`config.mk`:
```
export PLATFORM = sky130hd
export DESIGN_NAME = torque_cutoff_safety_state_flat
export DESIGN_NICKNAME = d
export VERILOG_FILES = /design/src/inc/safety_pkg.sv /design/src/inc/sdo_link_if.sv /design/src/rtl/sdo_frame_parse.sv /design/src/rtl/torque_cutoff_safety_state.sv /design/src/flat_wrapper.sv
export SDC_FILE = /design/constraint.sdc
export NUM_CORES = 1
export LEC_CHECK = 0
export BUFFER_PORTS_ARGS = -buffer_cell sky130_fd_sc_hd__buf_4
export CAP_MARGIN = 40
export CORE_MARGIN = 2
export CORE_UTILIZATION = 50
export CTS_BUF_LIST = sky130_fd_sc_hd__clkbuf_2 sky130_fd_sc_hd__clkbuf_4 sky130_fd_sc_hd__clkbuf_8
export CTS_CLUSTER_DIAMETER = 200
export DETAILED_ROUTE_END_ITERATION = 10
export PLACE_DENSITY_LB_ADDON = 0.08
export SLEW_MARGIN = 20
export SYNTH_ARGS = -nofsm -noshare
export SYNTH_HDL_FRONTEND = slang
export SYNTH_SLANG_ARGS = --single-unit
export TNS_END_PERCENT = 5
```
`constraint.sdc`:
```
create_clock -name core_clk -period 5.9 [get_ports core_clk]
set_input_delay 1.18 -clock core_clk [delete_from_list [all_inputs] [get_ports core_clk]]
set_output_delay 1.18 -clock core_clk [all_outputs]
set_load 0.01 [all_outputs]
```
`src/inc/safety_pkg.sv`:
```
`default_nettype none
package safety_pkg;
  localparam logic [10:0] NODE_ID = 11'h001;
  localparam logic [10:0] COB_REQ_BASE = 11'h600;
  localparam logic [10:0] COB_RSP_BASE = 11'h580;
  localparam logic [10:0] REQ_ID = COB_REQ_BASE | NODE_ID;
  localparam logic [10:0] RSP_ID = COB_RSP_BASE | NODE_ID;

  localparam logic [7:0] CMD_WR2 = 8'h2B;
  localparam logic [7:0] CMD_WR_OK = 8'h60;
  localparam logic [7:0] CMD_RD = 8'h40;
  localparam logic [7:0] CMD_RD2_OK = 8'h4B;
  localparam logic [7:0] CMD_RD4_OK = 8'h43;
  localparam logic [7:0] CMD_ABORT = 8'h80;
  localparam logic [31:0] ABORT_BAD_CMD = 32'h05040001;
  localparam logic [31:0] ABORT_RO = 32'h06010002;
  localparam logic [31:0] ABORT_NO_OBJ = 32'h06020000;
  localparam logic [31:0] ABORT_NO_SUB = 32'h06090011;

  localparam logic [15:0] IDX_CW = 16'h6040;
  localparam logic [15:0] IDX_SW = 16'h6041;
  localparam logic [15:0] IDX_SAFETY = 16'h4000;
  localparam logic [15:0] IDX_DIN = 16'h60FD;
  localparam logic [7:0] SUB_COUNT = 8'h00;
  localparam logic [7:0] SUB_STATE = 8'h01;
  localparam logic [7:0] SUB_EVENT = 8'h02;
  localparam logic [15:0] SAFETY_ENTRIES = 16'h0002;

  localparam int CW_BIT_ON = 0;
  localparam int CW_BIT_VOLTAGE = 1;
  localparam int CW_BIT_QSTOP = 2;
  localparam int CW_BIT_RESET = 7;
  localparam logic [3:0] CW_ENABLE_OP = 4'hF;
  localparam logic [15:0] CW_DISABLE_VOLTAGE = 16'h0000;
  localparam logic [15:0] CW_RESET_VAL = 16'h0000;

  localparam int SW_BIT_READY = 0;
  localparam int SW_BIT_ON = 1;
  localparam int SW_BIT_OPEN = 2;
  localparam int SW_BIT_DISABLED = 6;
  localparam int SW_BIT_SAFETY = 14;

  localparam int DIN_BIT_CUT1 = 16;
  localparam int DIN_BIT_CUT2 = 17;

  localparam logic [7:0] H_TX_CMD = 8'h00;
  localparam logic [7:0] H_TX_INDEX = 8'h04;
  localparam logic [7:0] H_TX_DATA = 8'h08;
  localparam logic [7:0] H_GO = 8'h0C;
  localparam logic [7:0] H_STATUS = 8'h10;
  localparam logic [7:0] H_RX_HEAD = 8'h14;
  localparam logic [7:0] H_RX_DATA = 8'h18;
  localparam logic [7:0] H_IRQ_STAT = 8'h1C;
  localparam logic [7:0] H_IRQ_MASK = 8'h20;
  localparam int GO_BIT_SEND = 0;
  localparam int GO_BIT_DISABLE = 1;
  localparam int IRQ_W = 3;
  localparam int IRQ_DONE = 0;
  localparam int IRQ_ABORT = 1;
  localparam int IRQ_REFUSED = 2;

  typedef enum logic [1:0] {
    ST_DISABLED = 2'b00,
    ST_READY = 2'b01,
    ST_ENABLED = 2'b10,
    ST_SAFETY = 2'b11
  } drive_state_t;

  // byte 0 command, bytes 1-2 index, byte 3 sub-index, bytes 4-7 data, all little endian
  function automatic logic [63:0] build_frame(input logic [7:0] cmd, input logic [15:0] idx,
                                              input logic [7:0] sub, input logic [31:0] data);
    build_frame = {data, sub, idx, cmd};
  endfunction

  function automatic logic is_disable_voltage(input logic [15:0] cw);
    is_disable_voltage = !cw[CW_BIT_VOLTAGE] && !cw[CW_BIT_RESET];
  endfunction
endpackage
`default_nettype wire

```
`src/inc/sdo_link_if.sv`:
```
`timescale 1ns/1ns
`default_nettype none
interface sdo_link_if (
  input wire logic core_clk
);
  logic req_valid;
  logic [10:0] req_id;
  logic [63:0] req_data;
  logic rsp_valid;
  logic [10:0] rsp_id;
  logic [63:0] rsp_data;

  modport master_mp (
    output req_valid,
    output req_id,
    output req_data,
    input rsp_valid,
    input rsp_id,
    input rsp_data
  );

  modport device_mp (
    input req_valid,
    input req_id,
    input req_data,
    output rsp_valid,
    output rsp_id,
    output rsp_data
  );
endinterface
`default_nettype wire

```
`src/rtl/sdo_frame_parse.sv`:
```
`timescale 1ns/1ns
`default_nettype none
module sdo_frame_parse #(
  parameter logic [10:0] MATCH_ID = 11'h000
) (
  input wire logic valid,
  input wire logic [10:0] id,
  input wire logic [63:0] frame,
  output logic hit,
  output logic [7:0] cmd,
  output logic [15:0] idx,
  output logic [7:0] sub,
  output logic [31:0] data
);
  // frames on other identifiers belong to other nodes
  assign hit = valid && (id == MATCH_ID);
  assign cmd = frame[7:0];
  assign idx = frame[23:8];
  assign sub = frame[31:24];
  assign data = frame[63:32];
endmodule
`default_nettype wire

```
`src/rtl/torque_cutoff_safety_state.sv`:
```
`timescale 1ns/1ns
`default_nettype none
// Function
// - cutoff enters safety from any state
// - statusword bit 14 shows safety state
// - only disable-voltage command leaves safety
// - disable voltage means bits 1, 7 zero
// - master exit write: 2B, 6040, 00, zero
// - confirm write with 60, echo, zero data
// - requests on 601, answers on 581
// - object 4000h read-only, count 2
// - sub 1 reads safety state
// - sub 2 reads cutoff event occurred
// - torque cutoff or reset sets safety state; cutoff alone sets event flag
// - both inputs high for normal; relays follow
// - cutoff inputs mirrored into digital inputs object
// - no torque while in safety
// - safety stops and blocks motion
module torque_cutoff_safety_state (
  input wire logic core_clk,
  input wire logic rst,
  sdo_link_if.device_mp link,
  input wire logic first_cutoff_input,
  input wire logic second_cutoff_input,
  input wire logic motion_request,
  output logic first_feedback_relay_open,
  output logic second_feedback_relay_open,
  output logic torque_enable,
  output logic motion_run,
  output logic safety_active,
  output logic cutoff_event,
  output logic [15:0] statusword,
  output logic [31:0] digital_inputs_object,
  output safety_pkg::drive_state_t drive_state
);
  import safety_pkg::*;

  drive_state_t state_r;
  drive_state_t state_nxt;
  logic [15:0] cw_r;
  logic [15:0] cw_nxt;
  logic event_r;
  logic [15:0] sw_r;
  logic [15:0] sw_nxt;
  logic torque_r;
  logic motion_r;
  logic relay1_r;
  logic relay2_r;
  logic [31:0] din_r;
  logic rsp_valid_r;
  logic [63:0] rsp_data_r;
  logic [63:0] rsp_nxt;

  wire logic hit;
  wire logic [7:0] p_cmd;
  wire logic [15:0] p_idx;
  wire logic [7:0] p_sub;
  wire logic [31:0] p_data;

  sdo_frame_parse #(
    .MATCH_ID(REQ_ID)
  ) u_parse (
    .valid(link.req_valid),
    .id(link.req_id),
    .frame(link.req_data),
    .hit(hit),
    .cmd(p_cmd),
    .idx(p_idx),
    .sub(p_sub),
    .data(p_data)
  );

  // both channels at 24V are needed to run
  wire logic both_ok = first_cutoff_input && second_cutoff_input;
  wire logic is_cw = (p_idx == IDX_CW) && (p_sub == 8'h00);
  wire logic cw_wr = hit && (p_cmd == CMD_WR2) && is_cw;
  wire logic exit_cmd = cw_wr && is_disable_voltage(p_data[15:0]);
  wire logic in_safety = (state_r == ST_SAFETY);
  wire logic known_obj = (p_idx == IDX_CW) || (p_idx == IDX_SW) ||
                         (p_idx == IDX_SAFETY) || (p_idx == IDX_DIN);
  wire logic sub0 = (p_sub == 8'h00);
  wire logic [15:0] state_word = {15'h0000, in_safety};
  wire logic [15:0] event_word = {15'h0000, event_r};

  assign cw_nxt = cw_wr ? p_data[15:0] : cw_r;

  always_comb begin
    state_nxt = state_r;
    case (state_r)
      ST_DISABLED: begin
        if (cw_r[CW_BIT_QSTOP] && cw_r[CW_BIT_VOLTAGE] && !cw_r[CW_BIT_RESET]) begin
          state_nxt = ST_READY;
        end
      end
      ST_READY: begin
        if (is_disable_voltage(cw_r)) begin
          state_nxt = ST_DISABLED;
        end else if (cw_r[3:0] == CW_ENABLE_OP) begin
          state_nxt = ST_ENABLED;
        end
      end
      ST_ENABLED: begin
        if (is_disable_voltage(cw_r)) begin
          state_nxt = ST_DISABLED;
        end else if (cw_r[3:0] != CW_ENABLE_OP) begin
          state_nxt = ST_READY;
        end
      end
      ST_SAFETY: begin
        // a held enable controlword would otherwise re-arm the drive right away
        if (exit_cmd && both_ok) begin
          state_nxt = ST_DISABLED;
        end
      end
      default: state_nxt = ST_SAFETY;
    endcase
    if (!both_ok) begin
      state_nxt = ST_SAFETY;
    end
  end

  always_comb begin
    sw_nxt = 16'h0000;
    sw_nxt[SW_BIT_READY] = (state_nxt == ST_READY) || (state_nxt == ST_ENABLED);
    sw_nxt[SW_BIT_ON] = sw_nxt[SW_BIT_READY];
    sw_nxt[SW_BIT_OPEN] = (state_nxt == ST_ENABLED);
    sw_nxt[SW_BIT_DISABLED] = (state_nxt == ST_DISABLED);
    sw_nxt[SW_BIT_SAFETY] = (state_nxt == ST_SAFETY);
  end

  always_comb begin
    rsp_nxt = build_frame(CMD_ABORT, p_idx, p_sub, ABORT_BAD_CMD);
    if (p_cmd == CMD_WR2) begin
      if (is_cw) begin
        rsp_nxt = build_frame(CMD_WR_OK, p_idx, p_sub, 32'h00000000);
      end else if (known_obj) begin
        rsp_nxt = build_frame(CMD_ABORT, p_idx, p_sub, ABORT_RO);
      end else begin
        rsp_nxt = build_frame(CMD_ABORT, p_idx, p_sub, ABORT_NO_OBJ);
      end
    end else if (p_cmd == CMD_RD) begin
      if (p_idx == IDX_SAFETY && p_sub == SUB_COUNT) begin
        rsp_nxt = build_frame(CMD_RD2_OK, p_idx, p_sub, {16'h0000, SAFETY_ENTRIES});
      end else if (p_idx == IDX_SAFETY && p_sub == SUB_STATE) begin
        rsp_nxt = build_frame(CMD_RD2_OK, p_idx, p_sub, {16'h0000, state_word});
      end else if (p_idx == IDX_SAFETY && p_sub == SUB_EVENT) begin
        rsp_nxt = build_frame(CMD_RD2_OK, p_idx, p_sub, {16'h0000, event_word});
      end else if (p_idx == IDX_SW && sub0) begin
        rsp_nxt = build_frame(CMD_RD2_OK, p_idx, p_sub, {16'h0000, sw_r});
      end else if (p_idx == IDX_CW && sub0) begin
        rsp_nxt = build_frame(CMD_RD2_OK, p_idx, p_sub, {16'h0000, cw_r});
      end else if (p_idx == IDX_DIN && sub0) begin
        rsp_nxt = build_frame(CMD_RD4_OK, p_idx, p_sub, din_r);
      end else if (known_obj) begin
        rsp_nxt = build_frame(CMD_ABORT, p_idx, p_sub, ABORT_NO_SUB);
      end else begin
        rsp_nxt = build_frame(CMD_ABORT, p_idx, p_sub, ABORT_NO_OBJ);
      end
    end
  end

  always_ff @(posedge core_clk) begin
    if (rst) begin
      state_r <= ST_SAFETY;
      cw_r <= CW_RESET_VAL;
    end else begin
      state_r <= state_nxt;
      cw_r <= cw_nxt;
    end
  end

  // sticky until reset: software sees that a cutoff happened even after exit
  always_ff @(posedge core_clk) begin
    if (rst) begin
      event_r <= 1'b0;
    end else if (!both_ok) begin
      event_r <= 1'b1;
    end
  end

  always_ff @(posedge core_clk) begin
    if (rst) begin
      sw_r <= 16'h0000;
      torque_r <= 1'b0;
      motion_r <= 1'b0;
    end else begin
      sw_r <= sw_nxt;
      torque_r <= (state_nxt == ST_ENABLED);
      motion_r <= (state_nxt == ST_ENABLED) && motion_request;
    end
  end

  always_ff @(posedge core_clk) begin
    if (rst) begin
      relay1_r <= 1'b0;
      relay2_r <= 1'b0;
      din_r <= 32'h00000000;
    end else begin
      relay1_r <= first_cutoff_input;
      relay2_r <= second_cutoff_input;
      din_r <= 32'h00000000;
      din_r[DIN_BIT_CUT1] <= first_cutoff_input;
      din_r[DIN_BIT_CUT2] <= second_cutoff_input;
    end
  end

  always_ff @(posedge core_clk) begin
    if (rst) begin
      rsp_valid_r <= 1'b0;
      rsp_data_r <= 64'h0000000000000000;
    end else begin
      rsp_valid_r <= hit;
      if (hit) begin
        rsp_data_r <= rsp_nxt;
      end
    end
  end

  assign link.rsp_valid = rsp_valid_r;
  assign link.rsp_id = RSP_ID;
  assign link.rsp_data = rsp_data_r;
  assign first_feedback_relay_open = relay1_r;
  assign second_feedback_relay_open = relay2_r;
  assign torque_enable = torque_r;
  assign motion_run = motion_r;
  assign safety_active = sw_r[SW_BIT_SAFETY];
  assign cutoff_event = event_r;
  assign statusword = sw_r;
  assign digital_inputs_object = din_r;
  assign drive_state = state_r;
endmodule
`default_nettype wire

```
`src/flat_wrapper.sv`:
```
// flat-port wrapper written by rule: the top's interface ports become plain ports
module torque_cutoff_safety_state_flat import safety_pkg::*;
  (core_clk, rst, first_cutoff_input, second_cutoff_input, motion_request, first_feedback_relay_open, second_feedback_relay_open, torque_enable, motion_run, safety_active, cutoff_event, statusword, digital_inputs_object, drive_state, link_req_valid, link_req_id, link_req_data, link_rsp_valid, link_rsp_id, link_rsp_data);
  sdo_link_if link_i (.core_clk(core_clk));
  input wire logic core_clk;
  input wire logic rst;
  input wire logic first_cutoff_input;
  input wire logic second_cutoff_input;
  input wire logic motion_request;
  output logic first_feedback_relay_open;
  output logic second_feedback_relay_open;
  output logic torque_enable;
  output logic motion_run;
  output logic safety_active;
  output logic cutoff_event;
  output logic [15:0] statusword;
  output logic [31:0] digital_inputs_object;
  output safety_pkg::drive_state_t drive_state;
  input wire logic [$bits(link_i.req_valid)-1:0] link_req_valid;
  input wire logic [$bits(link_i.req_id)-1:0] link_req_id;
  input wire logic [$bits(link_i.req_data)-1:0] link_req_data;
  output wire logic [$bits(link_i.rsp_valid)-1:0] link_rsp_valid;
  output wire logic [$bits(link_i.rsp_id)-1:0] link_rsp_id;
  output wire logic [$bits(link_i.rsp_data)-1:0] link_rsp_data;
  assign link_i.req_valid = link_req_valid;
  assign link_i.req_id = link_req_id;
  assign link_i.req_data = link_req_data;
  assign link_rsp_valid = link_i.rsp_valid;
  assign link_rsp_id = link_i.rsp_id;
  assign link_rsp_data = link_i.rsp_data;
  torque_cutoff_safety_state u_core (.core_clk(core_clk), .rst(rst), .link(link_i), .first_cutoff_input(first_cutoff_input), .second_cutoff_input(second_cutoff_input), .motion_request(motion_request), .first_feedback_relay_open(first_feedback_relay_open), .second_feedback_relay_open(second_feedback_relay_open), .torque_enable(torque_enable), .motion_run(motion_run), .safety_active(safety_active), .cutoff_event(cutoff_event), .statusword(statusword), .digital_inputs_object(digital_inputs_object), .drive_state(drive_state));
endmodule
```
==> results of run 1 <==
layout by cell type (no fill, tap or decap), types with 3 or more instances in the layout:
cell type                  instances
sky130_fd_sc_hd__buf_4           134
sky130_fd_sc_hd__dfxtp_1          77
sky130_fd_sc_hd__conb_1           63
sky130_fd_sc_hd__nand2_1          62
sky130_fd_sc_hd__nor2_1           46
sky130_fd_sc_hd__a21oi_1          32
sky130_fd_sc_hd__mux2i_1          17
sky130_fd_sc_hd__nor3_1           14
sky130_fd_sc_hd__a22oi_1          12
sky130_fd_sc_hd__nor4_1            9
sky130_fd_sc_hd__clkbuf_8          9
sky130_fd_sc_hd__nand4_1           7
sky130_fd_sc_hd__and2_1            7
sky130_fd_sc_hd__nand3_1           7
sky130_fd_sc_hd__o21ai_0           6
sky130_fd_sc_hd__nor4bb_1          4
sky130_fd_sc_hd__and3_1            4
sky130_fd_sc_hd__inv_1             4
sky130_fd_sc_hd__o21bai_1          4
sky130_fd_sc_hd__or3_1             3
sky130_fd_sc_hd__nand4b_1          3
sky130_fd_sc_hd__nor2b_1           3
sky130_fd_sc_hd__a31oi_1           3
sky130_fd_sc_hd__a211o_1           3
sky130_fd_sc_hd__inv_6             3
through the flow:
| stage | hold slack [ps] | worst slack, ps | std cells | utilization, % |
|---|---|---|---|---|
| after CTS | 457.0 | 2087 | 683 | 63.68 |
| final | 451.1 | 2028 | 683 | 63.68 |
| after detailed placement | 444.9 | 1728 | 667 | 60.99 |
| after floorplan | 463.4 | 2776 | 524 | - |
| after global routing | 475.3 | 1875 | 683 | 63.68 |
| after global placement | 439.3 | 1758 | 666 | 60.72 |
power by group:
| part | leakage, nW | internal, mW | switching, mW |
|---|---|---|---|
| logic | 1.46 | 0.0384 | 0.0527 |
| registers | 0.621 | 0.521 | 0.00189 |
| clock network | 0.101 | 0.201 | 0.204 |
| total | 2.18 | 0.760 | 0.259 |
flip-flops by register name, indices dropped and copies added (netlist names):
| name | flops |
|---|---|
| u_core.cutoff_event | 1 |
| u_core.cw_r | 16 |
| u_core.digital_inputs_object | 1 |
| u_core.drive_state | 2 |
| u_core.link.rsp_data | 50 |
| u_core.link.rsp_valid | 1 |
| u_core.motion_run | 1 |
| u_core.second_feedback_relay_open | 1 |
| u_core.statusword | 4 |
how the worst max path moves through the flow:
stage,endpoint,cells after the start,slack [ps]
floorplan,u_core.motion_run,8,2780
global placement,u_core.motion_run,9,1760
detailed placement,u_core.motion_run,9,1730
CTS,u_core.motion_run,9,2090
global route,u_core.motion_run,9,1880
finish,u_core.motion_run,9,2030
area by class of cell:
| class | count | area (um2) | share of cell area [%] |
|---|---|---|---|
| clock buffer | 9 | 123.9 | 2.557 |
| multi-input combinational | 349 | 1929 | 39.82 |
| sequential | 77 | 1541 | 31.82 |
| clock inverter | 7 | 81.33 | 1.679 |
| tap | 102 | 127.6 | 2.634 |
| timing repair buffer | 135 | 1026 | 21.18 |
| inverter | 4 | 15.01 | 0.3099 |
kinds of logic after synthesis:
group           Yosys count  share of synthesized area, %
simple gates            192                         25.99
buf+inv                  98                         16.47
flops                    77                         39.78
compound gates           75                         12.63
mux                      17                         4.391
other cells               2                        0.1938
fa+ha+maj                 1                        0.3228
xor+xnor                  1                        0.2261
worst max-delay path, cell delays in order:
cell,delay [ps]
sky130_fd_sc_hd__buf_4,110
sky130_fd_sc_hd__or4_1,620
sky130_fd_sc_hd__and4bb_2,580
sky130_fd_sc_hd__nand4_4,480
sky130_fd_sc_hd__o31ai_4,450
sky130_fd_sc_hd__nand4_1,140
sky130_fd_sc_hd__ha_1,210
sky130_fd_sc_hd__nor2b_1,140
sky130_fd_sc_hd__and2_1,190
per-layer routing:
metal / track usage (%) / up-vias / share of wire [%]
met5: 0 / - / 0
met4: 5.970 / 0 / 0.92
met3: 4.437 / 8 / 7.5
met2: 34.56 / 154 / 48
met1: 29.38 / 1599 / 44
li1: - / 1715 / -
Yosys cell counts (3+ instances only):
| cell | instances | area [um2] |
|---|---|---|
| sky130_fd_sc_hd__buf_2 | 3 | 15.01 |
| sky130_fd_sc_hd__dfxtp_1 | 77 | 1541 |
| sky130_fd_sc_hd__a211o_1 | 3 | 26.28 |
| sky130_fd_sc_hd__o21ai_0 | 6 | 30.03 |
| sky130_fd_sc_hd__nand3_1 | 8 | 40.04 |
| sky130_fd_sc_hd__nand2_1 | 62 | 232.7 |
| sky130_fd_sc_hd__nor2_1 | 46 | 172.7 |
| sky130_fd_sc_hd__inv_1 | 4 | 15.01 |
| sky130_fd_sc_hd__nor4bb_1 | 4 | 40.04 |
| sky130_fd_sc_hd__o21bai_1 | 4 | 30.03 |
| sky130_fd_sc_hd__buf_4 | 71 | 533.0 |
| sky130_fd_sc_hd__and3_1 | 4 | 25.02 |
| sky130_fd_sc_hd__clkbuf_1 | 18 | 67.56 |
| sky130_fd_sc_hd__nor3_1 | 14 | 70.07 |
| sky130_fd_sc_hd__and2_1 | 7 | 43.79 |
| sky130_fd_sc_hd__a31oi_1 | 3 | 18.77 |
| sky130_fd_sc_hd__a21oi_1 | 32 | 160.2 |
| sky130_fd_sc_hd__or3_1 | 3 | 18.77 |
| sky130_fd_sc_hd__nand4_1 | 7 | 43.79 |
| sky130_fd_sc_hd__nand4b_1 | 3 | 26.28 |
| sky130_fd_sc_hd__a22oi_1 | 12 | 90.09 |
| sky130_fd_sc_hd__nor4_1 | 9 | 56.30 |
| sky130_fd_sc_hd__nor2b_1 | 3 | 18.77 |
| sky130_fd_sc_hd__mux2i_1 | 17 | 170.2 |
==> impl_metrics.sql, run 1 <==
INSERT INTO impl_metrics (metric_group, metric, value, unit) VALUES
('floorplanning', 'rows', '32', ''),
('logic_synthesis', 'synth_top_flop_cell', 'sky130_fd_sc_hd__dfxtp_1', ''),
('cts', 'cts_inserted_buffers', '9', ''),
('floorplanning', 'coreArea', '0.007607', 'mm2'),
('cts', 'cts_max_level', '3', ''),
('worst_setup_path', 'crit_arrival', '4120', 'ps'),
('global_route', 'maximum_number_of_pins_on_one_net_before_global_route_repair', '74', ''),
('hold_path', 'hold_path.class', 'reg -> reg', ''),
('worst_setup_path', 'critical_path.reg2reg.startpoint', 'u_core.statusword[1]', ''),
('placement', 'placed_cell_area', '0.004639', 'mm2'),
('routing', 'detailedRoute.firstIterationViolations', '285', ''),
('timing', 'rsz_0062_raised_after_global_routing', 'false', ''),
('timing', 'hold_viol_final', '0', ''),
('worst_setup_path', 'critical_path.max_fanout', '20', ''),
('cts', 'max-clock-path-buffers', '2', ''),
('timing', 'maxSlewViolCount', '0', ''),
('routing', 'antenna_violating_nets_post_route', '0', ''),
('timing', 'worst_clock_skew', '7.054', 'ps'),
('cts', 'insertion_delay', '350', 'ps'),
('cells_and_area', 'nNetsFinal', '658', ''),
('global_route', 'grt_pass1_vias', '2961', ''),
('hold_path', 'timing.hold.worst.start', 'u_core.link.rsp_data[25]', ''),
('worst_setup_path', 'worstSetupPathType', 'in -> reg', ''),
('cts', 'post-cts-setup-buffers', '0', ''),
('floorplanning', 'fp.dieArea', '0.008470', 'mm2'),
('cells_and_area', 'syn2layout_area_growth', '25.02', '%'),
('routing', 'detailedRoute.firstPassIterationCount', '5', ''),
('logic_synthesis', 'postSynth.asyncResetShare', '0', '%'),
('placement', 'io_buf_count', '133', ''),
('worst_setup_path', 'critical_path.reg2reg.endpoint', 'u_core.link.rsp_data[32]', ''),
('global_route', 'congestion_overflow_gr', '0', ''),
('timing', 'timing_worst_slew_pin_value', '735.6', 'ps'),
('timing', 'timing.final.crit_period', '3872', 'ps'),
('routing', 'finalWirelength', '9498', 'um'),
('worst_setup_path', 'setup.reg_to_reg.worst_slack', '4120', 'ps'),
('status', 'outcome', 'finished clean', ''),
('routing', 'routedWlPerCell', '13.91', 'um'),
('cells_and_area', 'layout.cell_area.non_filler', '0.004845', 'mm2'),
('hold_path', 'min_path_cells', '2', ''),
('global_route', 'global_route_wire_length_before_repair', '14720', 'um'),
('floorplanning', 'die_x', '92.04', 'um'),
('floorplanning', 'initial_utilization', '50.94', '%'),
('logic_synthesis', 'syn-cell-area', '0.003875', 'mm2'),
('hold_path', 'worst_hold_path.endpoint', 'u_core.link.rsp_data[25]', ''),
('routing', 'detail_route.drc_violations', '0', ''),
('timing', 'slew-limit-headroom', '50.96', '%'),
('logic_synthesis', 'yosys_warnings', '0', ''),
('cells_and_area', 'antenna-diode-count', '0', ''),
('worst_setup_path', 'worst-endpoint-required', '6140', 'ps'),
('floorplanning', 'die_height', '92.04', 'um'),
('power_and_ir_drop', 'p_leak', '2.185', 'nW'),
('logic_synthesis', 'mapped_cells', '463', ''),
('timing', 'timing.final.crit_share', '65.63', '%'),
('routing', 'vias_per_cell', '5.089', ''),
('cts', 'clock-root-buffer', 'sky130_fd_sc_hd__clkbuf_8', ''),
('cts', 'post_cts.resized_instances', '0', ''),
('timing', 'setup-violations-final', '0', ''),
('power_and_ir_drop', 'ir_worst_vdd', '174.8', 'uV'),
('global_route', 'grt_antenna_before_repair', '0', ''),
('power_and_ir_drop', 'fin_total_pwr', '1.019', 'mW'),
('worst_setup_path', 'r2r_cells', '5', ''),
('worst_setup_path', 'worstSetupStartpointType', 'primary input', ''),
('cts', 'cts_tree', 'built', ''),
('run', 'max_cap_violations', '0', ''),
('cts', 'clkTransAtPathRegs', '80', 'ps'),
('cts', 'cts-hold-fix-buffers', '0', ''),
('logic_synthesis', 'sequential_area_share_after_synthesis', '39.78', '%'),
('worst_setup_path', 'critPathCaptureType', 'register', ''),
('timing', 'max_freq', '258.2', 'MHz'),
('logic_synthesis', 'synthDistinctLibCells', '57', ''),
('logic_synthesis', 'syn_area_per_cell', '8.369', 'um2');
(Power assumes the default switching activity.)
==> inputs of run 2 (changes only) <==
CORE_UTILIZATION = 42   (was 50)
clock period = 3.22 ns   (was 5.9 ns; I/O delays follow)
==> impl_metrics.sql, run 2 (synthesis gave the netlist of run 1 again) <==
INSERT INTO impl_metrics (metric_group, metric, value, unit) VALUES
('timing', 'whs', '455.2', 'ps'),
('timing', 'hold_viol_final', '0', ''),
('cts', 'max-clock-path-buffers', '2', ''),
('timing', 'timing_worst_slew_pin_value', '737.6', 'ps'),
('timing', 'final.setup.worst_slack', '627.3', 'ps'),
('worst_setup_path', 'setup.reg_to_reg.worst_slack', '1420', 'ps'),
('worst_setup_path', 'critical_path.slowest_cell', 'sky130_fd_sc_hd__or4_1', ''),
('worst_setup_path', 'critical_path.max_fanout', '6', ''),
('cells_and_area', 'antenna-diode-count', '0', ''),
('cts', 'post-cts-setup-buffers', '0', ''),
('timing', 'timing.final.crit_period', '2593', 'ps'),
('cells_and_area', 'mostFrequentLayoutCells', 'sky130_fd_sc_hd__buf_4, sky130_fd_sc_hd__dfxtp_1, sky130_fd_sc_hd__conb_1', ''),
('worst_setup_path', 'crit_path_max_incr_delay', '620', 'ps'),
('floorplanning', 'initial_utilization', '42.54', '%'),
('worst_setup_path', 'cp_cell_sequence', 'buf_4, or4_1, and4bb_2, nand4_4, o31ai_4, nor3b_1, ha_1, nor2b_1, and2_1', ''),
('placement', 'gpl.final_weighted_congestion', '0.9152', ''),
('power_and_ir_drop', 'power.density_cell_area', '372.1', 'mW/mm2'),
('floorplanning', 'fp.dieArea', '0.01001', 'mm2'),
('routing', 'detailedRoute.firstIterationViolations', '133', ''),
('timing', 'worst_clock_skew', '6.678', 'ps'),
('routing', 'finalWirelength', '10100', 'um'),
('routing', 'vias_per_cell', '4.984', ''),
('worst_setup_path', 'critPathCaptureType', 'register', ''),
('global_route', 'grt_pass1_vias', '3058', ''),
('timing', 'slew-limit-headroom', '50.83', '%'),
('routing', 'num_vias', '3469', ''),
('floorplanning', 'rows', '35', ''),
('status', 'outcome', 'finished clean', ''),
('cts', 'numClockSinks', '77', ''),
('timing', 'fin_tns_setup', '0', 'ps'),
('cts', 'insertion_delay', '360', 'ps'),
('placement', 'placed_cell_area', '0.004668', 'mm2'),
('timing', 'setup-violations-final', '0', ''),
('global_route', 'maximum_number_of_pins_on_one_net_before_global_route_repair', '74', ''),
('placement', 'io_buf_count', '133', ''),
('cells_and_area', 'max_ffs_per_register', '50', ''),
('floorplanning', 'die_height', '100.1', 'um'),
('timing', 'max_freq', '385.7', 'MHz'),
('cells_and_area', 'final_common_cell', 'sky130_fd_sc_hd__buf_4', ''),
('worst_setup_path', 'worstSetupPathType', 'in -> reg', ''),
('timing', 'maxSlewViolCount', '0', ''),
('routing', 'antenna_violating_nets_post_route', '0', ''),
('worst_setup_path', 'crit_arrival', '2900', 'ps'),
('run', 'max_cap_violations', '0', ''),
('power_and_ir_drop', 'p_leak', '2.185', 'nW'),
('worst_setup_path', 'worstSetupStartpointType', 'primary input', ''),
('cts', 'post_cts.resized_instances', '0', ''),
('cells_and_area', 'share_of_post_route_cells_with_drive_strength_above_1', '28.21', '%'),
('worst_setup_path', 'worst-endpoint-required', '3530', 'ps'),
('cells_and_area', 'nNetsFinal', '662', ''),
('cells_and_area', 'syn2layout_area_growth', '25.15', '%'),
('routing', 'routedWlPerCell', '14.51', 'um'),
('global_route', 'gr-usage-met3', '5.014', '%'),
('cells_and_area', 'layout.cell_area.non_filler', '0.004850', 'mm2'),
('global_route', 'grt_util_met2', '31.65', '%'),
('cells_and_area', 'nFillCells', '906', ''),
('power_and_ir_drop', 'fin_total_pwr', '1.805', 'mW'),
('global_route', 'grt-busiest-layer', 'met2', ''),
('global_route', 'global_route_wire_length_before_repair', '15530', 'um'),
('global_route', 'use_met1', '25.46', '%'),
('routing', 'detailedRoute.firstPassIterationCount', '5', ''),
('floorplanning', 'coreArea', '0.009109', 'mm2'),
('placement', 'place_inst', '680', ''),
('cts', 'clock-root-buffer', 'sky130_fd_sc_hd__clkbuf_8', ''),
('global_route', 'congestion_overflow_gr', '0', ''),
('power_and_ir_drop', 'ir_worst_vdd', '203.8', 'uV'),
('timing', 'timing.final.crit_share', '80.52', '%'),
('global_route', 'grt_usage', '19.84', '%'),
('timing', 'rsz_0062_raised_after_global_routing', 'false', ''),
('cells_and_area', 'core_utilization_of_the_finished_layout', '53.24', '%'),
('cts', 'cts_tree', 'built', ''),
('cts', 'cts_inserted_buffers', '9', ''),
('cts', 'cts-hold-fix-buffers', '0', ''),
('cts', 'clkTransAtPathRegs', '90', 'ps'),
('placement', 'dpl.hpwl', '7574', 'um'),
('cts', 'cts_max_level', '3', ''),
('floorplanning', 'design.portCount', '213', ''),
('routing', 'detail_route.drc_violations', '0', ''),
('cells_and_area', 'non_filler_instances', '696', ''),
('hold_path', 'hold_path.class', 'reg -> reg', ''),
('placement', 'setup_ws_pre_cts', '258.7', 'ps'),
('global_route', 'grt_antenna_before_repair', '0', ''),
('floorplanning', 'die_x', '100.1', 'um');
-- run 2: final timing paths --
| kind | from | end | depth (start not counted) |
|---|---|---|---|
| worst max-delay path | link_req_data[16] | u_core.motion_run | 9 |
| worst min-delay path | u_core.link.rsp_data[27] | u_core.link.rsp_data[27] | 2 |
| worst max register to register | u_core.statusword[1] | u_core.link.rsp_data[32] | 5 |
| worst min register to register | u_core.link.rsp_data[27] | u_core.link.rsp_data[27] | 2 |
-- run 2: critical path, delay by kind of cell --
kind                       cells  cell delay [ps]
adders and majority gates      1              180
and+or+nand+nor                6             1680
AOI/OAI and AO/OA              1              280
buffers and inverters          1              110
-- run 2: where the power goes --
part	switching [mW]	leakage, nW	total (mW)	internal, mW
clock network	0.389	0.0881	0.680	0.290
logic	0.0975	1.48	0.168	0.0704
registers	0.00290	0.621	0.957	0.954
-- run 2: layout make-up --
type | instances | area [um2] | share of cell area [%]
Multi-Input combinational cell | 349 | 1929 | 39.78
Sequential cell | 77 | 1541 | 31.79
Timing Repair Buffer | 139 | 1044 | 21.52
Tap cell | 111 | 138.9 | 2.864
Clock buffer | 9 | 123.9 | 2.554
Clock inverter | 7 | 57.56 | 1.187
Inverter | 4 | 15.01 | 0.3096
-- run 2: layer usage --
layer,wire length (um),share of wire (%),vias to the layer above
met5,0,0,-
met3,649,6.4,19
li1,-,-,1714
met2,4706,47,128
met4,202,2.0,0
met1,4540,45,1608
